**config.mk**
```make
export PLATFORM = sky130hd
export DESIGN_NAME = ctmpm_ctrl
export DESIGN_NICKNAME = d
export VERILOG_FILES = /design/src/hdl/ctmpm_pkg.sv /design/src/hdl/ctmpm_ctrl.sv /design/src/hdl/ctmpm_sync.sv
export SDC_FILE = /design/constraint.sdc
export NUM_CORES = 1
export LEC_CHECK = 0
export BUFFER_PORTS_ARGS = -buffer_cell sky130_fd_sc_hd__buf_2
export CORE_MARGIN = 2
export CORE_UTILIZATION = 50
export CTS_BUF_LIST = sky130_fd_sc_hd__clkbuf_8 sky130_fd_sc_hd__clkbuf_16
export CTS_CLUSTER_SIZE = 14
export DETAILED_ROUTE_END_ITERATION = 6
export PLACE_DENSITY = 0.74
export SYNTH_ARGS = -nofsm -noshare
export SYNTH_HDL_FRONTEND = slang
export SYNTH_SLANG_ARGS = --single-unit
```
**constraint.sdc**
```tcl
create_clock -name ref_clk -period 2.9 [get_ports ref_clk]
set_clock_uncertainty 0.2 [all_clocks]
set_input_delay 0.87 -clock ref_clk [delete_from_list [all_inputs] [get_ports ref_clk]]
set_output_delay 0.87 -clock ref_clk [all_outputs]
set_load 0.02 [all_outputs]
```
**src/hdl/ctmpm_pkg.sv**
```systemverilog
// Constants for the clock test-mode and power-management control block
package ctmpm_pkg;
    localparam logic [7:0] CTMPM_ADDR_CPU_HI   = 8'h16;
    localparam logic [7:0] CTMPM_ADDR_CPU_LO   = 8'h17;
    localparam logic [7:0] CTMPM_ADDR_PM       = 8'h3F;
    localparam logic [7:0] CTMPM_ADDR_CFG9     = 8'h09;
    localparam logic [7:0] CTMPM_RSV_FIRST     = 8'h18;
    localparam logic [7:0] CTMPM_RSV_LAST      = 8'h3E;
    localparam int         CTMPM_HI_NDIV8_BIT  = 7;
    localparam int         CTMPM_HI_NDIV9_BIT  = 6;
    localparam int         CTMPM_MDIV_W        = 6;
    localparam int         CTMPM_NDIV_W        = 10;
    localparam int         CTMPM_PM_XTAL_BIT   = 0;
    localparam int         CTMPM_PM_SLPLL_BIT  = 1;
    localparam logic [7:0] CTMPM_PM_RESET      = 8'h01;
    localparam int         CTMPM_CFG9_ENTRY    = 3;
    localparam int         CTMPM_CFG9_OUTSEL   = 4;
    localparam logic [7:0] CTMPM_CFG9_RESET    = 8'h00;
    typedef enum logic [2:0]
    {
        CTMPM_OUT_NORMAL = 3'b001,
        CTMPM_OUT_HIZ    = 3'b010,
        CTMPM_OUT_REFDIV = 3'b100
    } ctmpm_out_t;
    // Built-in default table indexed by frequency-select code {c,b,a}: {M, N}
    function automatic logic [15:0] ctmpm_rom(input logic [2:0] fs);
        case (fs)
            3'd0:    ctmpm_rom = {6'h0C, 10'h0FA};
            3'd1:    ctmpm_rom = {6'h0C, 10'h07D};
            3'd2:    ctmpm_rom = {6'h0C, 10'h0BC};
            3'd3:    ctmpm_rom = {6'h0C, 10'h09C};
            3'd4:    ctmpm_rom = {6'h0C, 10'h138};
            3'd5:    ctmpm_rom = {6'h0C, 10'h05E};
            3'd6:    ctmpm_rom = {6'h0C, 10'h177};
            default: ctmpm_rom = {6'h0C, 10'h09C};
        endcase
    endfunction
endpackage

```
**src/hdl/ctmpm_ctrl.sv**
```systemverilog
// Clock test-mode, divider programming and power-management control
// Contract
// - Bytes 0x16/0x17 hold CPU N[8] at bit 7 and N[9] at bit 6 on top, M[5:0], then N[7:0].
// - Power-up M and N come from strap-latched default table, not constant.
// - Power byte bit 0 keeps crystal on in power-down; resets 1, upper 0.
// - Power byte bit 1 enables storage-link PLL; resets off.
// - Strap sampled at power-up above threshold means test-select, else frequency select.
// - Test-select latched high enters hardware test mode: hi-Z or divided reference.
// - Hardware test: pin high gives reference; low gives hi-Z unless select bit.
// - Strap low: writing entry bit 3 of byte 9 enters test mode.
// - Software test mode: only bit 4 picks reference or hi-Z; pin ignored.
// - Test mode is sticky until power cycles; clearing entry bit does nothing.
// - Strap low and entry bit never set since power-up gives normal outputs regardless of pin.
`timescale 1ns/1ps
module ctmpm_ctrl
    import ctmpm_pkg::*;
(
    input  wire logic        ref_clk,            // 25 MHz clock
    input  wire logic        rst,                // Power-on reset, sync high
    input  wire logic        ce,                 // Clock enable
    input  wire logic        test_sel_high,      // Comparator: strap above threshold
    input  wire logic        freq_select_c,      // Frequency strap c (pin)
    input  wire logic        freq_select_b,      // Frequency strap b / test-mode pin
    input  wire logic        freq_select_a,      // Frequency strap a (pin)
    input  wire logic        reg_wr,             // Byte write strobe
    input  wire logic        reg_rd,             // Byte read strobe
    input  wire logic [7:0]  reg_addr,           // Byte index
    input  wire logic [7:0]  reg_wdata,          // Write data
    output logic      [7:0]  reg_rdata,          // Read data
    output logic             reg_rsv_access,     // Reserved byte touched
    output logic      [5:0]  cpu_m_div,          // CPU reference divider
    output logic      [9:0]  cpu_n_div,          // CPU VCO divider
    output logic             crystal_powerdown_ctrl,  // Crystal on in power-down
    output logic             storage_link_pll_enable, // Storage-link PLL on
    output logic             test_mode,          // Test mode active
    output logic             out_normal,         // Outputs run normally
    output logic             out_hiz,            // Outputs high-impedance
    output logic             out_refdiv          // Outputs carry divided reference
);
    logic [2:0] pins_s;
    logic       strap_done;
    logic       strap_test;
    logic [7:0] cpu_hi;
    logic [7:0] cpu_lo;
    logic [7:0] pm;
    logic [7:0] cfg9;
    logic       hw_test;
    logic       sw_test;
    ctmpm_out_t next_out;
    ctmpm_out_t out_state;

    ctmpm_sync #(.W(3)) ctmpm_sync_i (
        .ref_clk (ref_clk),
        .rst     (rst),
        .ce      (ce),
        .d       ({test_sel_high, freq_select_b, freq_select_a}),
        .q       (pins_s)
    );

    // Strap is caught once after release, so the pin stays free afterwards
    logic       fsc_s1;
    logic       fsc_s2;
    always_ff @(posedge ref_clk)
    begin
        if (rst)
        begin
            fsc_s1 <= 1'b0;
            fsc_s2 <= 1'b0;
        end
        else if (ce)
        begin
            fsc_s1 <= freq_select_c;
            fsc_s2 <= fsc_s1;
        end
    end

    logic [1:0] settle;
    always_ff @(posedge ref_clk)
    begin
        if (rst)
        begin
            settle     <= 2'h0;
            strap_done <= 1'b0;
            strap_test <= 1'b0;
        end
        else if (ce && !strap_done)
        begin
            settle <= settle + 2'h1;
            if (settle == 2'h2)
            begin
                strap_done <= 1'b1;
                strap_test <= pins_s[2];
            end
        end
    end

    // Strap as test-select leaves freq c read as zero
    logic [15:0] rom_val;
    assign rom_val = ctmpm_rom({pins_s[2] ? 1'b0 : fsc_s2, pins_s[1], pins_s[0]});

    // Divider registers: load from table at strap latch, then host owned
    always_ff @(posedge ref_clk)
    begin
        if (rst)
        begin
            cpu_hi <= 8'h00;
            cpu_lo <= 8'h00;
        end
        else if (ce)
        begin
            if (!strap_done && settle == 2'h2)
            begin
                cpu_hi <= {rom_val[8], rom_val[9], rom_val[15:10]};
                cpu_lo <= rom_val[7:0];
            end
            else if (reg_wr && reg_addr == CTMPM_ADDR_CPU_HI)
                cpu_hi <= reg_wdata;
            else if (reg_wr && reg_addr == CTMPM_ADDR_CPU_LO)
                cpu_lo <= reg_wdata;
        end
    end

    always_ff @(posedge ref_clk)
    begin
        if (rst)
            pm <= CTMPM_PM_RESET;
        else if (ce && reg_wr && reg_addr == CTMPM_ADDR_PM)
            pm <= reg_wdata;
    end

    always_ff @(posedge ref_clk)
    begin
        if (rst)
            cfg9 <= CTMPM_CFG9_RESET;
        else if (ce && reg_wr && reg_addr == CTMPM_ADDR_CFG9)
            cfg9 <= reg_wdata;
    end

    // Sticky test entry; only reset clears it
    always_ff @(posedge ref_clk)
    begin
        if (rst)
        begin
            hw_test <= 1'b0;
            sw_test <= 1'b0;
        end
        else if (ce)
        begin
            if (!strap_done && settle == 2'h2 && pins_s[2])
                hw_test <= 1'b1;
            if (strap_done && !strap_test && cfg9[CTMPM_CFG9_ENTRY])
                sw_test <= 1'b1;
        end
    end

    always_comb
    begin
        next_out = CTMPM_OUT_NORMAL;
        if (hw_test)
            next_out = (pins_s[1] || cfg9[CTMPM_CFG9_OUTSEL])
                       ? CTMPM_OUT_REFDIV : CTMPM_OUT_HIZ;
        else if (sw_test)
            next_out = cfg9[CTMPM_CFG9_OUTSEL]
                       ? CTMPM_OUT_REFDIV : CTMPM_OUT_HIZ;
    end

    always_ff @(posedge ref_clk)
    begin
        if (rst)
            out_state <= CTMPM_OUT_NORMAL;
        else if (ce)
            out_state <= next_out;
    end

    always_ff @(posedge ref_clk)
    begin
        if (rst)
        begin
            reg_rdata      <= 8'h00;
            reg_rsv_access <= 1'b0;
        end
        else if (ce)
        begin
            // reserved bytes read zero and are flagged, nothing is stored
            reg_rsv_access <= (reg_rd || reg_wr) &&
                              reg_addr >= CTMPM_RSV_FIRST && reg_addr <= CTMPM_RSV_LAST;
            if (reg_rd)
            begin
                unique case (reg_addr)
                    CTMPM_ADDR_CPU_HI: reg_rdata <= cpu_hi;
                    CTMPM_ADDR_CPU_LO: reg_rdata <= cpu_lo;
                    CTMPM_ADDR_PM:     reg_rdata <= pm;
                    CTMPM_ADDR_CFG9:   reg_rdata <= cfg9;
                    default:           reg_rdata <= 8'h00;
                endcase
            end
        end
    end

    assign cpu_m_div = cpu_hi[CTMPM_MDIV_W-1:0];
    assign cpu_n_div = {cpu_hi[CTMPM_HI_NDIV9_BIT], cpu_hi[CTMPM_HI_NDIV8_BIT], cpu_lo};
    assign crystal_powerdown_ctrl  = pm[CTMPM_PM_XTAL_BIT];
    assign storage_link_pll_enable = pm[CTMPM_PM_SLPLL_BIT];
    assign test_mode  = hw_test | sw_test;
    assign out_normal = out_state == CTMPM_OUT_NORMAL;
    assign out_hiz    = out_state == CTMPM_OUT_HIZ;
    assign out_refdiv = out_state == CTMPM_OUT_REFDIV;

    a_pm_reset_val: assert property (@(posedge ref_clk) $fell(rst) |-> pm == 8'h01)
        else $error("power byte reset value wrong");
    a_slpll_off: assert property (@(posedge ref_clk) $fell(rst) |-> !storage_link_pll_enable)
        else $error("storage-link PLL not off after reset");
    a_test_sticky: assert property (@(posedge ref_clk) disable iff (rst)
        test_mode |=> test_mode)
        else $error("test mode left without power cycle");
    a_normal_hold: assert property (@(posedge ref_clk) disable iff (rst)
        (!test_mode && ce) |=> out_normal)
        else $error("outputs not normal outside test mode");
    a_hw_pin_ref: assert property (@(posedge ref_clk) disable iff (rst)
        (ce && hw_test && pins_s[1]) |=> out_refdiv)
        else $error("pin high did not give reference");
    a_hw_pin_hiz: assert property (@(posedge ref_clk) disable iff (rst)
        (ce && hw_test && !pins_s[1] && !cfg9[CTMPM_CFG9_OUTSEL]) |=> out_hiz)
        else $error("pin low did not give hi-Z");
    a_sw_entry: assert property (@(posedge ref_clk) disable iff (rst)
        (ce && strap_done && !strap_test && cfg9[CTMPM_CFG9_ENTRY]) |=> sw_test)
        else $error("software entry not taken");
    a_sw_select: assert property (@(posedge ref_clk) disable iff (rst)
        (ce && sw_test && !hw_test) |=> out_refdiv == $past(cfg9[CTMPM_CFG9_OUTSEL]))
        else $error("software select ignored");
    a_hw_entry: assert property (@(posedge ref_clk) disable iff (rst)
        (strap_done && strap_test) |-> hw_test)
        else $error("strap high did not enter test mode");
    a_sw_blocked: assert property (@(posedge ref_clk) disable iff (rst)
        strap_test |-> !sw_test)
        else $error("software entry with strap as test-select");
endmodule // ctmpm_ctrl

```
**src/hdl/ctmpm_sync.sv**
```systemverilog
// Two-stage synchroniser for pin levels
`timescale 1ns/1ps
module ctmpm_sync #(
    parameter int W = 1
) (
    input  wire logic         ref_clk, // Clock
    input  wire logic         rst,     // Sync reset
    input  wire logic         ce,      // Clock enable
    input  wire logic [W-1:0] d,       // Asynchronous level
    output logic      [W-1:0] q        // Synchronised level
);
    logic [W-1:0] stage1;
    always_ff @(posedge ref_clk)
    begin
        if (rst)
        begin
            stage1 <= '0;
            q      <= '0;
        end
        else if (ce)
        begin
            stage1 <= d;
            q      <= stage1;
        end
    end
endmodule // ctmpm_sync

```
==> impl_metrics.yaml <==
setup_path:
  startpoint_type: "input pin"
  cp-end-kind: "flip-flop"
  path_max_fanout: 10
  path_class: "input pin to flip-flop"
  worstPathRequired_ns: 2.91
  critPathArrivalTime_ns: 2.30
layout:
  mostFrequentLayoutCell: "dfxtp_1"
  regArea_sq_um: 1160
  nFillCells: 448
  final_nets: 367
  areaGrowthSynthToFinish_pct: 23.7
  final_layout_size_suffix_gt1_share_pct: 26.3
  final_area_sq_um: 3130
  antenna_cells: 0
  final_cell_mix: "dfxtp_1 (58), nor2_1 (55), buf_2 (55)"
  final_cell_count_no_fill: 413
  multi_input_area_sq_um: 1290
sta:
  final_max_slew_viol_count: 0
  rsz0062_at_grt: "false"
  finalSetupViolations: 0
  totalNegativeSetupSlack_ns: 0
  min_period_ns: 2.29
  fin_crit_sh_pct: 78.8
  max_freq_ghz: 0.437
  slew_headroom_pct: 46.2
  worst_slew_pin_slew_ns: 0.805
  hold_viol_final: 0
  hold-worst-slack_ns: 0.246
synth:
  synth_compound_area_share_pct: 18.4
  ys_seq_elements: 58
  synth_nets: 300
  yosys.area_share.simple_pct: 21.6
  ys_types: 45
  syn_area_per_cell_sq_um: 9.24
  syn_inst: 274
  synth-xor-area-share_pct: 0.692
  synth_top_family_by_area: "simple AND/OR/NAND/NOR gates"
  syn_area_sq_um: 2530
  async_reset_ff_share_pct: 0
  synth_warnings: 0
  ys_seq_area_share_pct: 45.8
  ys.flop_type: "dfxtp_1"
  synthAdderAreaFrac_pct: 0.494
  synth.area.mux_share_pct: 9.88
  synth_edf_count: 0
place:
  io_buffer_count: 55
  gp_congestion: 0.805
  dpl_cell_area_sq_um: 2930
  place_inst: 397
  place_hpwl_microns: 4460
route:
  vias_per_cell: 5.51
  dr.pass1.iters: 4
  drc: 0
  dr.first_iter.drc_count: 138
  finalWirelength_microns: 6290
  ant_nets: 0
  wl_per_cell_microns: 15.2
  wl_met1_microns: 2870
  vias: 2276
  wl_met3_microns: 323
  wl_met2_microns: 3040
  top_layer: "met4"
clocking:
  ctsRootBufferMaster: "clkbuf_8"
  cts_resized: 0
  post_cts_buffers: 0
  numCtsBuffers: 9
  cts_tree: "done"
  htree_levels: 3
  path_clk_slew_ns: 0.06
  holdBufCountCts: 0
  cts_buffer_depth: 2
  cts_sinks: 58
  clock_latency_ns: 0.33
floorplanning:
  io_pins: 56
  core.rowCount: 25
  start_util_pct: 52.6
  die_w_microns: 75.2
  die-area_sq_um: 5650
  core_sq_um: 4820
  die_height_microns: 75.2
grt:
  track_usage_pct: 24.4
  grt_start_max_net_pins: 27
  grt_pass1_vias: 2129
  grt_pass1_wl_microns: 10300
  antenna_found_initial: 0
  grt-ovfl-total: 0
power_and_ir_drop:
  leakage_nw: 1.28
  ir_drop_mv: 0.331
  powerDensity_nw_per_um2: 553
  p_total_mw: 1.73
job:
  maxCapViolations: 0
run_status:
  status: "finished, final reports clean"
worst_hold_path:
  hp-class: "flip-flop to flip-flop"
-- state kept, by name, indices dropped and copies added (netlist names), 2 cells and up --
register and count:
cfg9 8, cpu_hi 8, cpu_lo 8, pm 8, reg_rdata 8, ctmpm_sync_i.q 3, ctmpm_sync_i.stage1 3, out_state 3
settle 2
-- synthesized netlist by cell type, drive strengths merged, types with 5 or more instances --
library cell	instances	area, sq um
a211oi	5	37.5
a21oi	13	65.1
a221oi	8	70.1
a22o	13	116
buf	5	32.5
clkbuf	8	30.0
dfxtp	58	1160
mux2i	25	250
nand2	15	56.3
nand3	5	30.0
nor2	56	218
nor2b	5	31.3
nor3	5	36.3
nor4	5	61.3
o21ai	12	60.1
-- final timing paths --
kind,start,end,slack [ns],cells after the start
worst min-delay path,reg_rdata[3],reg_rdata[3],0.25,2
worst min register to register,reg_rdata[3],reg_rdata[3],0.25,2
worst max-delay path,reg_addr[5],cpu_hi[7],0.61,7
worst max register to register,settle[0],cpu_lo[6],0.89,8
-- critical path, stage by stage --
cell and delay [ns]:
buf_2 0.12, or3_1 0.49, nor4_4 0.17, buf_4 0.23, nand3_1 0.09, a211oi_1 0.24, nor4_1 0.08
-- stage by stage --
step | utilization (%) | worst slack (ns)
2_1_floorplan | - | 0.416
3_3_place_gp | 60.9 | 0.335
3_5_place_dp | 60.9 | 0.276
4_1_cts | 65.0 | 0.619
5_1_grt | 65.0 | 0.486
6_report | 65.0 | 0.613
-- area by class of cell --
| type | count | share of cell area (%) |
|---|---|---|
| Clock inverter | 5 | 1.48 |
| Timing Repair Buffer | 69 | 12.1 |
| Inverter | 4 | 0.479 |
| Multi-Input combinational cell | 199 | 41.3 |
| Tap cell | 67 | 2.68 |
| Sequential cell | 58 | 37.1 |
| Clock buffer | 11 | 4.83 |
-- report_power, final --
part           internal [mW]  switching, mW
Combinational         0.0634          0.108
Sequential             0.817         0.0160
Clock                  0.433          0.294
-- per-layer routing --
metal  vias up  global-route usage [%]
li1       1137                       -
met5         -                       0
met2        69                    41.0
met4         0                    5.85
met1      1062                    31.0
met3         8                    7.23
-- cells by family (layout without fill, tap and decap cells) --
logic type | count (synthesis) | in the layout
buf+inv | 17 | 89
compound gates | 66 | 66
simple gates | 105 | 105
flops | 58 | 58
xor+xnor | 2 | 2
mux | 25 | 25
fa+ha+maj | 1 | 1
Power figures use the tool's default switching activity.
